==> config.mk <==
export PLATFORM = sky130hd
export DESIGN_NAME = nvsc_host
export DESIGN_NICKNAME = d
export VERILOG_FILES = /design/src/logic/nvsc_host.v /design/src/logic/nvsc_timer.v
export VERILOG_INCLUDE_DIRS = /design/src /design/src/logic
export SDC_FILE = /design/constraint.sdc
export NUM_CORES = 1
export LEC_CHECK = 0
export BUFFER_PORTS_ARGS = -buffer_cell sky130_fd_sc_hd__buf_2
export CORE_ASPECT_RATIO = 1.1
export CORE_MARGIN = 5
export CORE_UTILIZATION = 35
export CTS_BUF_LIST = sky130_fd_sc_hd__clkbuf_8
export DETAILED_ROUTE_END_ITERATION = 10
export GPL_TIMING_DRIVEN = 1
export HOLD_SLACK_MARGIN = 0.08
export PLACE_DENSITY = 0.62
export SLEW_MARGIN = 20
export SYNTH_ARGS = -nofsm -noshare
export SYNTH_HDL_FRONTEND = slang
export SYNTH_SLANG_ARGS = --single-unit
==> constraint.sdc <==
create_clock -name clk_in -period 6.4 [get_ports clk_in]
set_input_delay 0.64 -clock clk_in [delete_from_list [all_inputs] [get_ports clk_in]]
set_output_delay 0.64 -clock clk_in [all_outputs]
set_load 0.05 [all_outputs]
==> src/logic/nvsc_map.vh <==
// Timing counts, command codes and sequence step count for the nonvolatile SRAM host controller
`ifndef NVSC_MAP_VH
`define NVSC_MAP_VH

// Clock period in picoseconds (40 MHz)
`define NVSC_CLK_PS          25000
// Write-cycle low strobe time in ns
`define NVSC_WR_PULSE_NS     20
// Read cycle time in ns
`define NVSC_RD_CYCLE_NS     25
// Least store request pulse on store_busy_n in ns
`define NVSC_STORE_PULSE_NS  15
// Longest time the device may need to answer a request with no store, in ns
`define NVSC_BUSY_RELEASE_NS 25
// Command processing time in us
`define NVSC_CMD_PROC_US     100
// Power-up restore time in ms
`define NVSC_POWERUP_MS      20
// Software recall duration in us
`define NVSC_RECALL_US       200
// Store duration in ms
`define NVSC_STORE_MS        8

// Cycle counts derived from the times, least times rounded up
`define NVSC_CYC_UP(ps) (((ps) + `NVSC_CLK_PS - 1) / `NVSC_CLK_PS)
`define NVSC_WR_CYC      `NVSC_CYC_UP(`NVSC_WR_PULSE_NS * 1000)
`define NVSC_RD_CYC      `NVSC_CYC_UP(`NVSC_RD_CYCLE_NS * 1000)
`define NVSC_STORE_CYC   `NVSC_CYC_UP(`NVSC_STORE_PULSE_NS * 1000)
`define NVSC_RELEASE_CYC `NVSC_CYC_UP(`NVSC_BUSY_RELEASE_NS * 1000)
`define NVSC_CMD_CYC     `NVSC_CYC_UP(`NVSC_CMD_PROC_US * 1000000)
// Millisecond waits go through cycles per microsecond; picoseconds would overflow 32 bits
`define NVSC_CYC_PER_US  (1000000 / `NVSC_CLK_PS)
`define NVSC_POWERUP_CYC (`NVSC_POWERUP_MS * 1000 * `NVSC_CYC_PER_US)
`define NVSC_RECALL_CYC  `NVSC_CYC_UP(`NVSC_RECALL_US * 1000000)
`define NVSC_STOREOP_CYC (`NVSC_STORE_MS * 1000 * `NVSC_CYC_PER_US)

// Host command codes
`define NVSC_CMD_READ    3'h0
`define NVSC_CMD_WRITE   3'h1
`define NVSC_CMD_SEQ     3'h2
`define NVSC_CMD_HWSTORE 3'h3

// Sequence step count
`define NVSC_SEQ_LEN     3'h6

`endif

==> src/logic/nvsc_host.v <==
// Host controller driving a nonvolatile SRAM through its asynchronous strobes
// Functional notes
// - Host issues each sequence step as a chip-enable framed read.
// - Host reads the six sequence addresses back to back, in order.
// - Host holds write-enable high through all six sequence reads.
// - Host drives store_busy_n low at least 15 ns to request store.
// - Host keeps store_busy_n high during ordinary reads and writes.
`timescale 1ns/10ps
`include "nvsc_map.vh"
module nvsc_host #(
  parameter AW           = 15,
  parameter DW           = 8,
  parameter TW           = 32,
  parameter POWERUP_CYC  = `NVSC_POWERUP_CYC,
  parameter CMD_CYC      = `NVSC_CMD_CYC,
  parameter RECALL_CYC   = `NVSC_RECALL_CYC,
  parameter STOREOP_CYC  = `NVSC_STOREOP_CYC
) (
  input  wire                clk_in,
  input  wire                nrst_in,
  // User command port
  input  wire                req_valid_in,
  input  wire [2:0]          req_cmd_in,
  input  wire [AW-1:0]       req_addr_in,
  input  wire [DW-1:0]       req_wdata_in,
  input  wire                seq_recall_in,
  input  wire [6*AW-1:0]     seq_addrs_in,
  output wire                req_ready_out,
  output reg                 rsp_valid_out,
  output reg  [DW-1:0]       rsp_rdata_out,
  output wire                ready_out,
  // Memory pins
  output reg  [AW-1:0]       mem_addr_out,
  output reg                 mem_ce_n_out,
  output reg                 mem_we_n_out,
  output reg                 mem_oe_n_out,
  input  wire [DW-1:0]       mem_dq_in,
  output reg  [DW-1:0]       mem_dq_out,
  output reg                 mem_dq_oe_out,
  input  wire                store_busy_n_in,
  output reg                 store_busy_n_out,
  output reg                 store_busy_n_oe_out
);
  // =========================================================
  // States
  // =========================================================
  localparam [3:0] ST_PWRUP  = 4'h0;
  localparam [3:0] ST_IDLE   = 4'h1;
  localparam [3:0] ST_RD     = 4'h2;
  localparam [3:0] ST_WR     = 4'h3;
  localparam [3:0] ST_SEQ    = 4'h4;
  localparam [3:0] ST_GAP    = 4'h5;
  localparam [3:0] ST_SEQWT  = 4'h6;
  localparam [3:0] ST_HSREQ  = 4'h7;
  localparam [3:0] ST_HSWT   = 4'h8;

  reg  [3:0]    st_q;
  reg  [2:0]    step_q;
  reg           recall_q;
  reg           dirty_q;
  reg           pu_arm_q;
  reg           busy_s1_q;
  reg           busy_s2_q;
  reg  [DW-1:0] dq_s1_q;
  reg  [DW-1:0] dq_s2_q;
  reg           tmr_load;
  reg  [TW-1:0] tmr_cnt;
  wire          tmr_done;

  // Picks one sequence address out of the packed list
  function [AW-1:0] seq_addr;
    input [6*AW-1:0] list;
    input [2:0]      idx;
    begin
      seq_addr = list[idx*AW +: AW];
    end
  endfunction

  // Widens a cycle count to the timer width
  function [TW-1:0] cyc;
    input integer n;
    begin
      cyc = n[TW-1:0];
    end
  endfunction

  nvsc_timer #(.WIDTH(TW)) u_tmr (
    .clk_in   (clk_in),
    .nrst_in  (nrst_in),
    .load_in  (tmr_load),
    .count_in (tmr_cnt),
    .done_out (tmr_done)
  );

  // =========================================================
  // Pin synchronisers
  // =========================================================
  // Busy and data come from an unclocked device, so two stages first
  always @(posedge clk_in or negedge nrst_in) begin
    if (!nrst_in) begin
      busy_s1_q <= 1'b1;
      busy_s2_q <= 1'b1;
      dq_s1_q   <= {DW{1'b0}};
      dq_s2_q   <= {DW{1'b0}};
    end else begin
      busy_s1_q <= store_busy_n_in;
      busy_s2_q <= busy_s1_q;
      dq_s1_q   <= mem_dq_in;
      dq_s2_q   <= dq_s1_q;
    end
  end

  assign ready_out     = (st_q == ST_IDLE);
  assign req_ready_out = ready_out && busy_s2_q;

  // =========================================================
  // Timer loads on state entry
  // =========================================================
  always @* begin
    tmr_load = 1'b0;
    tmr_cnt  = {TW{1'b0}};
    if (st_q == ST_IDLE && req_valid_in && busy_s2_q) begin
      tmr_load = 1'b1;
      case (req_cmd_in)
        `NVSC_CMD_WRITE:   tmr_cnt = cyc(`NVSC_WR_CYC);
        `NVSC_CMD_HWSTORE: tmr_cnt = cyc(`NVSC_STORE_CYC);
        default:           tmr_cnt = cyc(`NVSC_RD_CYC + 2);
      endcase
    end else if (st_q == ST_GAP && tmr_done) begin
      tmr_load = 1'b1;
      if (step_q == `NVSC_SEQ_LEN) begin
        // Wait out processing plus the operation; pins stay idle meanwhile
        tmr_cnt = cyc(CMD_CYC) + (recall_q ? cyc(RECALL_CYC) : cyc(STOREOP_CYC));
      end else begin
        tmr_cnt = cyc(`NVSC_RD_CYC + 2);
      end
    end else if (st_q == ST_HSREQ && tmr_done) begin
      tmr_load = 1'b1;
      // No write since last cycle means the device frees the pin quickly
      tmr_cnt  = dirty_q ? cyc(STOREOP_CYC) : cyc(`NVSC_RELEASE_CYC + 2);
    end else if (st_q == ST_PWRUP && !pu_arm_q) begin
      tmr_load = 1'b1;
      tmr_cnt  = cyc(POWERUP_CYC);
    end else if ((st_q == ST_RD || st_q == ST_SEQ || st_q == ST_WR) && tmr_done) begin
      tmr_load = 1'b1;
      tmr_cnt  = cyc(1);
    end
  end

  // =========================================================
  // Main sequencer
  // =========================================================
  // Power-up wait covers the restore time counted from supply good
  always @(posedge clk_in or negedge nrst_in) begin
    if (!nrst_in) begin
      st_q                <= ST_PWRUP;
      step_q              <= 3'h0;
      recall_q            <= 1'b0;
      dirty_q             <= 1'b0;
      pu_arm_q            <= 1'b0;
      rsp_valid_out       <= 1'b0;
      rsp_rdata_out       <= {DW{1'b0}};
      mem_addr_out        <= {AW{1'b0}};
      mem_ce_n_out        <= 1'b1;
      mem_we_n_out        <= 1'b1;
      mem_oe_n_out        <= 1'b1;
      mem_dq_out          <= {DW{1'b0}};
      mem_dq_oe_out       <= 1'b0;
      store_busy_n_out    <= 1'b1;
      store_busy_n_oe_out <= 1'b0;
    end else begin
      rsp_valid_out <= 1'b0;
      case (st_q)
        ST_PWRUP: begin
          // Accesses would be ignored until the restore ends
          pu_arm_q <= 1'b1;
          if (pu_arm_q && tmr_done && busy_s2_q) begin
            st_q <= ST_IDLE;
          end
        end
        ST_IDLE: begin
          // store_busy_n released during ordinary accesses
          store_busy_n_oe_out <= 1'b0;
          if (req_valid_in && busy_s2_q) begin
            mem_addr_out <= req_addr_in;
            case (req_cmd_in)
              `NVSC_CMD_WRITE: begin
                mem_ce_n_out  <= 1'b0;
                mem_we_n_out  <= 1'b0;
                mem_dq_out    <= req_wdata_in;
                mem_dq_oe_out <= 1'b1;
                dirty_q       <= 1'b1;
                st_q          <= ST_WR;
              end
              `NVSC_CMD_SEQ: begin
                recall_q     <= seq_recall_in;
                step_q       <= 3'h1;
                mem_addr_out <= seq_addr(seq_addrs_in, 3'h0);
                mem_ce_n_out <= 1'b0;
                mem_oe_n_out <= 1'b0;
                mem_we_n_out <= 1'b1;
                st_q         <= ST_SEQ;
              end
              `NVSC_CMD_HWSTORE: begin
                store_busy_n_out    <= 1'b0;
                store_busy_n_oe_out <= 1'b1;
                st_q                <= ST_HSREQ;
              end
              default: begin
                mem_ce_n_out <= 1'b0;
                mem_oe_n_out <= 1'b0;
                st_q         <= ST_RD;
              end
            endcase
          end
        end
        ST_RD: begin
          if (tmr_done) begin
            rsp_valid_out <= 1'b1;
            rsp_rdata_out <= dq_s2_q;
            mem_ce_n_out  <= 1'b1;
            mem_oe_n_out  <= 1'b1;
            st_q          <= ST_GAP;
          end
        end
        ST_WR: begin
          if (tmr_done) begin
            mem_we_n_out  <= 1'b1;
            mem_ce_n_out  <= 1'b1;
            mem_dq_oe_out <= 1'b0;
            st_q          <= ST_GAP;
          end
        end
        ST_SEQ: begin
          // Sixth read data is never returned to the user
          if (tmr_done) begin
            mem_ce_n_out <= 1'b1;
            mem_oe_n_out <= 1'b1;
            st_q         <= ST_GAP;
          end
        end
        ST_GAP: begin
          // Two idle cycles between reads keep the sequence back to back
          if (tmr_done) begin
            if (step_q == 3'h0) begin
              st_q <= ST_IDLE;
            end else if (step_q == `NVSC_SEQ_LEN) begin
              step_q <= 3'h0;
              st_q   <= ST_SEQWT;
            end else begin
              mem_addr_out <= seq_addr(seq_addrs_in, step_q);
              mem_ce_n_out <= 1'b0;
              mem_oe_n_out <= 1'b0;
              step_q       <= step_q + 3'h1;
              st_q         <= ST_SEQ;
            end
          end
        end
        ST_SEQWT: begin
          // Pins kept idle until the locked-out operation ends
          if (tmr_done) begin
            dirty_q <= 1'b0;
            st_q    <= ST_IDLE;
          end
        end
        ST_HSREQ: begin
          if (tmr_done) begin
            store_busy_n_out    <= 1'b1;
            store_busy_n_oe_out <= 1'b0;
            st_q                <= ST_HSWT;
          end
        end
        ST_HSWT: begin
          // Device drives busy low while it stores; wait for its release
          if (tmr_done && busy_s2_q) begin
            dirty_q <= 1'b0;
            st_q    <= ST_IDLE;
          end
        end
        default: begin
          st_q <= ST_IDLE;
        end
      endcase
    end
  end
endmodule

==> src/logic/nvsc_timer.v <==
// Down-counter used to time strobes and waits in the host controller
`timescale 1ns/10ps
module nvsc_timer #(
  parameter WIDTH = 32
) (
  input  wire             clk_in,
  input  wire             nrst_in,
  input  wire             load_in,
  input  wire [WIDTH-1:0] count_in,
  output wire             done_out
);
  reg [WIDTH-1:0] cnt_q;
  reg [WIDTH-1:0] cnt_d;

  // =========================================================
  // Counter
  // =========================================================
  // Load wins over counting so a new wait always restarts cleanly
  always @* begin
    cnt_d = cnt_q;
    if (load_in) begin
      cnt_d = count_in;
    end else if (cnt_q != {WIDTH{1'b0}}) begin
      cnt_d = cnt_q - {{(WIDTH-1){1'b0}}, 1'b1};
    end
  end

  always @(posedge clk_in or negedge nrst_in) begin
    if (!nrst_in) begin
      cnt_q <= {WIDTH{1'b0}};
    end else begin
      cnt_q <= cnt_d;
    end
  end

  // Plain compare: gating with the load would close a loop through the sequencer
  assign done_out = (cnt_q == {WIDTH{1'b0}});
endmodule

# Word level (Yosys, flattened, before mapping)

Cells that the tools add are included.

Register bits: 98
Output and inout bits: 40

Add/sub/neg operators: 3
$mul: 1
Equality and inequality tests: 29
Shift-type cells: 1
Multiplexer cells: 66
Reductions and logical operators: 41

Operators by type and width:

| operator               | count |
|---|---|
| $mux 32                | 4 |
| $shiftx 90x8->15       | 1 |
| $mux 15                | 5 |
| $mux 20                | 3 |
| $mux 19                | 2 |
| $logic_not 32->1       | 1 |
| $reduce_bool 32->1     | 1 |
| $sub 32x1->32 const B  | 1 |
| $pmux 15 s2            | 1 |
| $mux 4                 | 7 |
| $pmux 4 s7             | 1 |
| $mux 1                 | 25 |
| $reduce_and 7->1       | 3 |
| $add 12x19->20 const A | 1 |
| $mux 3                 | 6 |
| $ne 2x2->1 const B     | 9 |
| $eq 4x3->1 const B     | 4 |
| $reduce_and 5->1       | 3 |
| $ne 2x1->1 const B     | 7 |
| $reduce_and 4->1       | 3 |
| $logic_and 1x1->1      | 11 |
| $pmux 1 s2             | 5 |
| $pmux 1 s3             | 3 |
| $pmux 3 s3             | 1 |
| other kinds (21)       | 33 |

# Logic depth before layout (Yosys ltp)

Gate-level depths: netlist (run 1).

Depth after elaboration: 10
Depth in mapped cells: 9

# Modules after synthesis

From an unflattened synthesis (run 1), not the netlist that was laid out.

Cell total of the unflattened synthesis: 603
Area total of the unflattened synthesis: 5955.7 µm²

Modules (own cells, without submodules):

| module     | instances | cells an instance | area an instance (µm²) |
|---|---|---|---|
| nvsc_host  | 1         | 406               | 4035.1 |
| nvsc_timer | 1         | 197               | 1920.6 |

# Worst setup path after synthesis (run 1)

Ideal clock, no wire load.

Path type: register to register
Start point: register u_tmr.cnt_q[0]
End point: register mem_addr_out[10]
Setup time: 0.127 ns
Arrival time: 2.223 ns
Path slack: 4.049 ns
Stages on the path, launching flop included: 10
Path buffers: 2
Period minus slack after synthesis: 2.351 ns
Cell sequence: dfrtp_1 -> inv_1 -> ha_1 -> nor4b_4 -> nand3_4 -> o41ai_4 -> nor2b_1 -> buf_4 -> buf_6 -> mux2_1

Word-level cells in the longest chain between the ends: 3

RTL lines:

| what                              | RTL line        | RTL |
|---|---|---|
| start: declaration                | nvsc_timer.v:12 | `reg [WIDTH-1:0] cnt_q;` |
| start signal: assignment          | nvsc_timer.v:30 | `cnt_q <= {WIDTH{1'b0}};` |
| start signal: assignment          | nvsc_timer.v:32 | `cnt_q <= cnt_d;` |
| $logic_not 32->1                  | nvsc_timer.v:37 | `assign done_out = (cnt_q == {WIDTH{1'b0}});` |
| $ne 2x2->1 (no source line)       | n/a             |  |
| $reduce_and 5->1 (no source line) | n/a             |  |
| end signal: assignment            | nvsc_host.v:185 | `mem_addr_out <= req_addr_in;` |
| end signal: assignment            | nvsc_host.v:198 | `mem_addr_out <= seq_addr(seq_addrs_in, 3'h0);` |
| end signal: assignment            | nvsc_host.v:251 | `mem_addr_out <= seq_addr(seq_addrs_in, step_q);` |
| end: declaration                  | nvsc_host.v:33  | `output reg [AW-1:0] mem_addr_out,` |

No other way between the ends.
A chain may end at the register's enable or synchronous reset.

# Worst setup path after layout (run 1)

Start point: register u_tmr.cnt_q[0]
End point: register st_q[0]

Word-level cells in the longest chain between the ends: 5

RTL lines:

| what                                  | RTL line        | RTL |
|---|---|---|
| $logic_not 32->1 (*)                  | nvsc_timer.v:37 |  |
| $logic_and 1x1->1 (2 in series)       | nvsc_host.v:177 | `if (pu_arm_q && tmr_done && busy_s2_q) begin` |
| $ne 2x1->1 (no source line)           | n/a             |  |
| $reduce_and 7->1 (no source line) (*) | n/a             |  |
| end signal: assignment                | nvsc_host.v:178 | `st_q <= ST_IDLE;` |
| end signal: assignment                | nvsc_host.v:193 | `st_q <= ST_WR;` |
| end signal: assignment                | nvsc_host.v:202 | `st_q <= ST_SEQ;` |
| end: declaration                      | nvsc_host.v:57  | `reg [3:0] st_q;` |

Every way passes the cells marked *; elsewhere a longest branch is shown, timed or not.

==> results.py, run 1 <==
metrics = {
    "clock_tree": {
        "ctsHtreeMaxLevel": 3,
        "clockBufferDepth": 2,
        "clk_latency_ns": 0.39,
        "clk_pin_slew_ns": 0.11,
        "root_buffer": "clkbuf_8",
        "cts_resized": 0,
        "cts_sinks": 98,
        "postCtsHoldBufs": 0,
        "post_cts_buffers": 0,
        "cts_tree": "yes",
        "cts_inserted_buffers": 9,
    },
    "power_and_ir_drop": {
        "sw_frac_of_total": 0.264,
        "power.density_mw_per_mm2": 161,
        "pwr-share-clk": 0.369,
        "seq_power_share": 0.560,
        "intPower_uw": 825,
        "p_comb_frac": 0.072,
        "switchingPower_uw": 296,
        "ir_worst_vdd_uv": 98.0,
        "power.leakage_uw": 0.00314,
    },
    "sta": {
        "slew_violations": 0,
        "maxSlewHeadroom": 0.418,
        "finalSetupViolations": 0,
        "tightest_slew_ns": 0.874,
        "rsz0062_at_grt": "no",
        "finalClockSkew_ns": 0.0107,
        "max_freq_mhz": 334,
        "post-route-period-util": 0.468,
        "finalHoldViolations": 0,
        "min_period_ns": 2.99,
        "setup-tns-final_ns": 0,
    },
    "global_routing": {
        "grt_pass1_vias": 5396,
        "grt_max_degree": 53,
        "grt_antenna_before_repair": 0,
        "grt_first_pass_wirelength_um": 26000,
        "grt_use_total": 0.167,
        "overflow": 0,
    },
    "critical_path": {
        "r2r_slack_ns": 3.41,
        "arrival_ns": 3.27,
        "reg2reg_depth": 7,
        "path_max_fanout": 13,
        "start_kind": "flip-flop",
        "setup.worst_path.class": "flip-flop to flip-flop",
        "r2r-end": "st_q[0]$_DFFE_PN0P_",
        "setup.worst_path.end_class": "flip-flop",
        "r2r-start": "u_tmr.cnt_q[0]$_DFFE_PN0P_",
        "required_ns": 6.67,
    },
    "synth": {
        "ys_top_cells_by_area": "dfrtp_1 40%, mux4_2 5.9%, mux2i_1 5.2%, mux2_1 4.1%, mux2_2 3.1%",
        "synth-seq-cells": 98,
        "synth_cell_type_count": 72,
        "ys_seq_area_frac": 0.426,
        "synth_flop_cell": "dfrtp_1",
        "syn-num-nets": 676,
        "syn-cell-area_mm2": 0.00577,
        "synthCells": 546,
        "ys_warn_count": 0,
        "yosys.area.top_type": "dfrtp_1",
        "synth_edf_count": 0,
        "avgSynthCellArea_um2": 10.6,
        "synthArstFlopShare": 1.00,
        "netlist.area_leader.share": 0.399,
    },
    "routing": {
        "ant_nets": 0,
        "vias_per_cell": 5.57,
        "drt_iter0_drc": 279,
        "wl_per_cell_um": 17.6,
        "drc_errors": 0,
        "routed-via-count": 5041,
        "firstDrtPassIters": 6,
        "drt-total-wl_um": 15900,
    },
    "final_layout": {
        "regArea_mm2": 0.00246,
        "final_nets": 826,
        "multiInputGateArea_mm2": 0.00314,
        "n_antenna_cell": 0,
        "instances_no_fill": 905,
        "drive_above_1_share": 0.355,
        "syn2layout_area_growth_pct": 21.0,
        "fin_util": 0.428,
        "fillCellCount": 1590,
    },
    "hold_path": {
        "hold_path.class": "input port to async pin",
    },
    "die": {
        "die_area_mm2": 0.0192,
        "ios": 169,
        "coreArea_mm2": 0.0163,
        "start_util": 0.354,
        "rows": 49,
        "die_h_um": 145,
        "fp.dieW_um": 132,
    },
    "placement": {
        "port_buffers": 168,
        "hpwlAfterDp_um": 12200,
        "dp.cells": 889,
        "gp_congestion": 0.910,
    },
    "job": {
        "maxCapViolCount": 0,
    },
    "status": {
        "outcome": "complete, no violations",
    },
}
power by group through the flow:
stage | clock network [uW] | registers [uW] | logic, uW
3_5_place_dp | 0 | 640 | 82.4
3_3_place_gp | 0 | 639 | 79.9
4_1_cts | 427 | 628 | 82.5
6_report | 413 | 627 | 80.5
2_1_floorplan | 0 | 639 | 23.8
5_1_grt | 453 | 628 | 90.7
critical path, stage by stage, from the launching register on:
cell     delay [ns]
dfrtp_1        0.43
inv_1          0.10
ha_1           0.22
or4b_1         0.59
nor4_2         0.73
buf_4          0.35
o21ai_1        0.15
mux2_2         0.30
stage by stage:
| step | total power [uW] | setup slack, ns | hold WS, ns | instance area [um2] |
|---|---|---|---|---|
| 3_5_place_dp | 722 | 3.46 | 0.336 | 6770 |
| 3_3_place_gp | 719 | 3.54 | 0.334 | 6770 |
| 5_1_grt | 1170 | 3.18 | 0.306 | 6980 |
| 6_report | 1120 | 3.41 | 0.271 | 6980 |
| 4_1_cts | 1140 | 3.44 | 0.282 | 6980 |
| 2_1_floorplan | 662 | 4.05 | 0.331 | 5770 |
cell usage after synthesis (11+ instances only):
master	number
mux2_2	16
buf_2	11
o21ai_0	35
o2bb2ai_1	15
mux2_1	21
mux2i_1	30
nor2_1	28
clkbuf_1	16
or3_1	14
mux4_2	15
dfrtp_1	92
a21oi_1	28
nand2_1	45
layout make-up:
class / instances / area share
sequential: 98 / 0.353
clock inverter: 7 / 0.0124
tap: 204 / 0.0365
timing repair buffer: 173 / 0.126
clock buffer: 9 / 0.0177
multi-input combinational: 404 / 0.449
inverter: 10 / 0.00537
cells in the final DEF (no fill, tap or decap), types with 7 or more instances in the layout:
cell       Yosys  final
inv_1          9      9
nor3_1         8      8
or4_1          9      9
nand2_1       45     45
o31ai_1        9      9
mux2_2        16     16
or3_1         14     14
dfrtp_1       92     91
xor2_1         8      8
nor4_1         7      7
buf_2         11    167
mux2_1        21     21
mux4_2        15     15
nand3_1        9      9
o2bb2ai_1     15     15
a31oi_1        8      8
nor2_1        28     28
a21oi_1       28     28
o21ai_0       35     35
clkbuf_8       0      9
mux2i_1       30     30
logic make-up (layout without fill, tap and decap cells):
logic type,count (synthesis),after routing,share of synthesized area
AO/OA/AOI/OAI,133,133,0.153
XOR/XNOR,14,14,0.0212
AND/OR/NAND/NOR,174,174,0.181
multiplexers,82,82,0.183
flip-flops,98,98,0.426
buffers and inverters,44,199,0.0336
adder cells (fa/ha/maj),1,1,0.00217
how the worst max path moves through the flow:
stage | startpoint | end | slack [ns]
6_report | u_tmr.cnt_q[0]$_DFFE_PN0P_ | st_q[0]$_DFFE_PN0P_ | 3.41
5_1_grt | u_tmr.cnt_q[14]$_DFFE_PN0P_ | st_q[0]$_DFFE_PN0P_ | 3.18
4_1_cts | u_tmr.cnt_q[0]$_DFFE_PN0P_ | st_q[0]$_DFFE_PN0P_ | 3.44
3_5_place_dp | u_tmr.cnt_q[0]$_DFFE_PN0P_ | st_q[0]$_DFFE_PN0P_ | 3.46
3_3_place_gp | u_tmr.cnt_q[0]$_DFFE_PN0P_ | st_q[0]$_DFFE_PN0P_ | 3.54
2_1_floorplan | u_tmr.cnt_q[0]$_DFFE_PN0P_ | mem_addr_out[10]$_DFFE_PN0P_ | 4.05
registers in the layout, summed over array words and instances, names as in the netlist:
| register | cells |
|---|---|
| u_tmr.cnt_q | 32 |
| mem_addr_out | 15 |
| dq_s1_q | 8 |
| dq_s2_q | 8 |
| mem_dq_out | 8 |
| rsp_rdata_out | 8 |
| st_q | 4 |
| step_q | 3 |
| busy_s1_q | 1 |
| busy_s2_q | 1 |
| dirty_q | 1 |
| mem_ce_n_out | 1 |
| mem_dq_oe_out | 1 |
| mem_oe_n_out | 1 |
| mem_we_n_out | 1 |
| pu_arm_q | 1 |
| recall_q | 1 |
| rsp_valid_out | 1 |
| store_busy_n_oe_out | 1 |
| store_busy_n_out | 1 |
metal layers:
layer,wire length (um),up-vias,track usage,share of wire
li1,-,2356,-,-
met1,6240,2473,0.191,0.39
met2,8310,179,0.304,0.52
met3,999,33,0.0377,0.063
met4,390,0,0.0662,0.024
met5,0,-,0,0
(Power assumes the default switching activity.)
==> inputs of run 2 (changes only) <==
clock period = 2.85 ns   (was 6.4 ns; I/O delays follow)
==> results.py, run 2 (synthesis gave the netlist of run 1 again) <==
metrics = {
    "global_routing": {
        "grt_antenna_before_repair": 0,
        "grt_max_degree": 51,
        "grt_use_total": 0.171,
        "grt_first_pass_wirelength_um": 26700,
        "overflow": 0,
        "grt_pass1_vias": 5420,
    },
    "sta": {
        "setup-tns-final_ns": 0,
        "slew_violations": 0,
        "finalClockSkew_ns": 0.0170,
        "rsz0062_at_grt": "no",
        "finalHoldViolations": 0,
        "whs_ns": 0.124,
        "min_period_ns": 2.69,
        "max_freq_mhz": 371,
        "maxSlewHeadroom": 0.561,
        "post-route-period-util": 0.945,
        "finalSetupViolations": 0,
        "tightest_slew_ns": 0.659,
    },
    "routing": {
        "drt-total-wl_um": 16300,
        "drt_iter0_drc": 289,
        "met1Wirelength_um": 6350,
        "route.met2.wl_um": 8630,
        "wl_per_cell_um": 17.6,
        "vias_per_cell": 5.48,
        "wl_met3_um": 1070,
        "drc_errors": 0,
        "top_layer_used": "met4",
        "ant_nets": 0,
        "routed-via-count": 5083,
        "firstDrtPassIters": 4,
    },
    "critical_path": {
        "required_ns": 3.17,
        "arrival_ns": 3.01,
        "path_max_fanout": 11,
        "setup.worst_path.end_class": "flip-flop",
        "start_kind": "flip-flop",
        "setup.worst_path.class": "flip-flop to flip-flop",
    },
    "final_layout": {
        "final_common_cell": "buf_2",
        "fillCellCount": 1526,
        "n_antenna_cell": 0,
        "top_register": "u_tmr.cnt_q",
        "drive_above_1_share": 0.362,
        "final_nets": 849,
        "syn2layout_area_growth_pct": 24.6,
        "mostFrequentLayoutCells": "167 x buf_2, 91 x dfrtp_1, 45 x nand2_1, 35 x o21ai_0, 30 x mux2i_1",
        "stdcell_area_mm2": 0.00719,
        "largest_reg_flops": 32,
        "reg.largest.list": "u_tmr.cnt_q (32), mem_addr_out (15)",
    },
    "clock_tree": {
        "ctsHtreeMaxLevel": 3,
        "cts_sinks": 98,
        "cts_inserted_buffers": 9,
        "clockBufferDepth": 2,
        "root_buffer": "clkbuf_8",
        "cts_resized": 0,
        "post_cts_buffers": 0,
        "clk_pin_slew_ns": 0.11,
        "clk_latency_ns": 0.39,
        "cts_tree": "yes",
        "postCtsHoldBufs": 10,
    },
    "die": {
        "fp.dieW_um": 132,
        "start_util": 0.354,
        "ios": 169,
        "die_area_mm2": 0.0192,
        "die_h_um": 145,
        "rows": 49,
        "coreArea_mm2": 0.0163,
    },
    "job": {
        "maxCapViolCount": 0,
    },
    "placement": {
        "place_area_mm2": 0.00689,
        "gp_congestion": 0.928,
        "hpwlAfterDp_um": 12500,
        "port_buffers": 168,
    },
    "power_and_ir_drop": {
        "power.leakage_uw": 0.00325,
        "power.density_mw_per_mm2": 352,
        "ir_worst_vdd_uv": 204,
    },
    "hold_path": {
        "hold_path.class": "input port to flip-flop",
    },
    "status": {
        "outcome": "complete, no violations",
    },
}
==> run 2: area by class of cell <==
cell class | instances | area, um2 | area share
sequential | 98 | 2460 | 0.342
timing repair buffer | 196 | 1100 | 0.153
clock inverter | 7 | 73.8 | 0.0103
tap | 204 | 255 | 0.0355
multi-input combinational | 404 | 3140 | 0.436
clock buffer | 9 | 124 | 0.0172
inverter | 10 | 37.5 | 0.00522
==> run 2: metrics by stage <==
| stage | util | setup WS [ns] | power [uW] | std cells |
|---|---|---|---|---|
| final | 0.441 | 0.158 | 2530 | 928 |
| after global routing | 0.441 | 0.0672 | 2640 | 928 |
| after CTS | 0.441 | 0.194 | 2560 | 928 |
| after detailed placement | 0.423 | 0.223 | 1620 | 902 |
| after global placement | 0.423 | 0.272 | 1620 | 902 |
| after floorplan | - | 0.499 | 1490 | 546 |
==> run 2: worst paths after layout <==
kind / start / end / slack (ns) / cells past startpoint
setup / recovery: u_tmr.cnt_q[0]$_DFFE_PN0P_ / u_tmr.cnt_q[1]$_DFFE_PN0P_ / 0.16 / 6
hold / removal: req_wdata_in[0] / mem_dq_out[0]$_DFFE_PN0P_ / 0.12 / 2
setup reg to reg: u_tmr.cnt_q[0]$_DFFE_PN0P_ / u_tmr.cnt_q[1]$_DFFE_PN0P_ / 0.16 / 6
hold reg to reg: dq_s1_q[5]$_DFF_PN0_ / dq_s2_q[5]$_DFF_PN0_ / 0.36 / 0
max in group asynchronous: nrst_in / u_tmr.cnt_q[13]$_DFFE_PN0P_ / 1.70 / 3
min in group asynchronous: nrst_in / mem_dq_out[7]$_DFFE_PN0P_ / 0.46 / 2
==> run 2: critical path, stage by stage, from the launching register on <==
cell     delay (ns)
dfrtp_1        0.44
inv_1          0.09
ha_1           0.21
or4b_1         0.59
or4_1          0.78
mux2_1         0.41
o21ai_1        0.11
==> run 2: routing by layer <==
| layer | vias to the layer above | track usage |
|---|---|---|
| met5 | - | 0 |
| met4 | 0 | 0.0520 |
| met3 | 23 | 0.0429 |
| met2 | 192 | 0.319 |
| met1 | 2464 | 0.194 |
| li1 | 2404 | - |
==> run 2: where the power goes <==
part | switching, uW | internal, uW
Clock | 574 | 352
Combinational | 86.8 | 109
Sequential | 4.47 | 1400
Total | 665 | 1860
==> inputs of run 3 (changes only) <==
ABC_AREA = 1   (was unset)
GPL_ROUTABILITY_DRIVEN = 0   (was unset)
==> results.py, run 3 <==
metrics = {
    "status": {
        "outcome": "complete, no violations",
    },
    "final_layout": {
        "reg.largest.list": "u_tmr.cnt_q (32), mem_addr_out (15)",
        "mostFrequentLayoutCells": "229 x nand2_1, 167 x buf_2, 92 x dfrtp_1, 87 x nand3_1, 84 x nor2_1",
        "fin_util": 0.441,
        "largest_reg_flops": 32,
        "final_common_cell": "nand2_1",
        "syn2layout_area_growth_pct": 23.0,
        "top_register": "u_tmr.cnt_q",
        "n_antenna_cell": 0,
        "final_nets": 1100,
        "drive_above_1_share": 0.277,
    },
    "sta": {
        "finalClockSkew_ns": 0.0117,
        "post-route-period-util": 0.816,
        "max_freq_mhz": 430,
        "tightest_slew_ns": 0.666,
        "finalSetupViolations": 0,
        "finalHoldViolations": 0,
        "slew_violations": 0,
        "maxSlewHeadroom": 0.556,
        "setup-tns-final_ns": 0,
        "min_period_ns": 2.32,
        "rsz0062_at_grt": "no",
    },
    "clock_tree": {
        "cts_tree": "yes",
        "clk_latency_ns": 0.37,
        "clk_pin_slew_ns": 0.10,
        "clockBufferDepth": 2,
        "ctsHtreeMaxLevel": 3,
        "cts_inserted_buffers": 9,
        "cts_sinks": 98,
        "root_buffer": "clkbuf_8",
    },
    "power_and_ir_drop": {
        "power.density_mw_per_mm2": 346,
        "power.leakage_uw": 0.00371,
        "p_total_uw": 2510,
        "ir_worst_vdd_uv": 211,
    },
    "synth": {
        "ys_warn_count": 0,
        "netlist_top_cells_count": "229 x nand2_1, 92 x dfrtp_1, 87 x nand3_1, 85 x nor2_1, 54 x inv_1",
        "synth_cell_type_count": 38,
        "ys_top_cells_by_area": "dfrtp_1 39%, nand2_1 15%, nand3_1 7.4%, nor2_1 5.4%, o21ai_0 4.0%",
        "syn-cell-area_mm2": 0.00589,
        "netlist.area_leader.share": 0.391,
        "synth_xor_area_frac": 0.0342,
        "yosys.area.top_type": "dfrtp_1",
        "syn-num-nets": 925,
        "synth_compound_area_frac": 0.0888,
        "synthArstFlopShare": 1.00,
        "synth-simple-area-share": 0.383,
        "synth_top_family_by_area": "simple AND/OR/NAND/NOR gates",
        "synth-seq-cells": 98,
        "synth_fa_ha_area_frac": 0.00212,
        "synthCells": 795,
        "synth_edf_count": 0,
        "synth_flop_cell": "dfrtp_1",
        "synth_mux_area_frac": 0.0153,
        "ys_seq_area_frac": 0.418,
        "yosysMostFrequentCell": "nand2_1",
        "avgSynthCellArea_um2": 7.41,
    },
    "routing": {
        "drc_errors": 0,
        "routed-via-count": 5882,
        "ant_nets": 0,
        "vias_per_cell": 4.99,
        "drt_iter0_drc": 333,
        "firstDrtPassIters": 4,
        "drt-total-wl_um": 17600,
        "wl_per_cell_um": 14.9,
    },
    "global_routing": {
        "overflow": 0,
        "grt_first_pass_wirelength_um": 29000,
        "grt_use_total": 0.182,
        "grt_antenna_before_repair": 0,
        "grt_pass1_vias": 5848,
        "grt_max_degree": 52,
    },
    "die": {
        "fp.dieW_um": 134,
        "rows": 49,
        "coreArea_mm2": 0.0164,
        "die_area_mm2": 0.0195,
        "die_h_um": 146,
        "start_util": 0.359,
        "ios": 169,
    },
    "critical_path": {
        "r2r-end": "mem_addr_out[0]$_DFFE_PN0P_",
        "setup.worst_path.end_class": "flip-flop",
        "r2r_slack_ns": 0.53,
        "reg2reg_depth": 11,
        "setup.worst_path.class": "flip-flop to flip-flop",
        "required_ns": 3.12,
        "arrival_ns": 2.59,
        "r2r-start": "step_q[1]$_DFFE_PN0P_",
        "path_max_fanout": 17,
        "start_kind": "flip-flop",
    },
    "placement": {
        "hpwlAfterDp_um": 13800,
        "port_buffers": 168,
    },
    "hold_path": {
        "hold_start": "req_wdata_in[2]",
        "hold_path.class": "input port to flip-flop",
        "min_to": "mem_dq_out[2]$_DFFE_PN0P_",
        "holdPathStages": 2,
    },
    "job": {
        "maxCapViolCount": 0,
    },
}
## run 3: cell families after synthesis
group	count (synthesis)
adder cells (fa/ha/maj)	1
flip-flops	98
AO/OA/AOI/OAI	95
AND/OR/NAND/NOR	485
buffers and inverters	85
XOR/XNOR	23
multiplexers	8
## run 3: power by group
part	switching, uW	leakage, uW	internal (uW)
Combinational	84.4	0.00239	99.1
Clock	507	0.000105	408
Sequential	3.48	0.00122	1400
Total	595	0.00371	1910
## run 3: critical path, cell delays in order (launching register included)
cell     delay, ns
dfrtp_1       0.41
inv_1         0.22
nor2_4        0.42
inv_1         0.07
nor2_1        0.20
inv_1         0.18
nor2_1        0.12
inv_1         0.09
nand3_4       0.22
inv_4         0.13
nand2_1       0.10
nand2_1       0.05
## run 3: worst max-delay path by stage
| stage | startpoint | cells after the start | slack (ns) | end |
|---|---|---|---|---|
| floorplan | st_q[2]$_DFFE_PN0P_ | 5 | 0.77 | req_ready_out |
| global placement | step_q[1]$_DFFE_PN0P_ | 11 | 0.55 | mem_addr_out[0]$_DFFE_PN0P_ |
| detailed placement | step_q[1]$_DFFE_PN0P_ | 11 | 0.52 | mem_addr_out[3]$_DFFE_PN0P_ |
| CTS | step_q[1]$_DFFE_PN0P_ | 11 | 0.49 | mem_addr_out[0]$_DFFE_PN0P_ |
| global route | step_q[1]$_DFFE_PN0P_ | 11 | 0.29 | mem_addr_out[3]$_DFFE_PN0P_ |
| finish | step_q[1]$_DFFE_PN0P_ | 11 | 0.53 | mem_addr_out[0]$_DFFE_PN0P_ |
## run 3: layout make-up
cell class	count	area, um2
Timing Repair Buffer	189	1030
Multi-Input combinational cell	612	3080
Fill cell	1777	9180
Inverter	60	228
Sequential cell	98	2460
Clock buffer	9	124
Clock inverter	7	70.1
Tap cell	204	255
## run 3: routing by layer
metal | track usage | part of all wire | routed length [um] | vias up
met3 | 0.0313 | 0.047 | 836 | 23
met1 | 0.239 | 0.44 | 7770 | 2753
met4 | 0.0576 | 0.019 | 332 | 0
li1 | - | - | - | 2939
met2 | 0.306 | 0.49 | 8670 | 167
met5 | 0 | 0 | 0 | -
## run 3: what timing repair did
| item | in CTS | in global routing |
|---|---|---|
| hold buffers | 10 | 0 |
| setup buffers | 0 | 0 |
| endpoints found under the hold margin | 56 | 0 |
| gates resized for setup | 0 | 0 |
## run 3: through the flow
step / setup slack (ns) / area (um2) / instances / hold slack, ns
3_5_place_dp: 0.519 / 6950 / 1153 / 0.336
4_1_cts: 0.485 / 7250 / 1179 / 0.111
3_3_place_gp: 0.548 / 6950 / 1153 / 0.332
5_1_grt: 0.291 / 7250 / 1179 / 0.119
6_report: 0.526 / 7250 / 1179 / 0.133
2_1_floorplan: 0.772 / 5890 / 795 / -0.0106
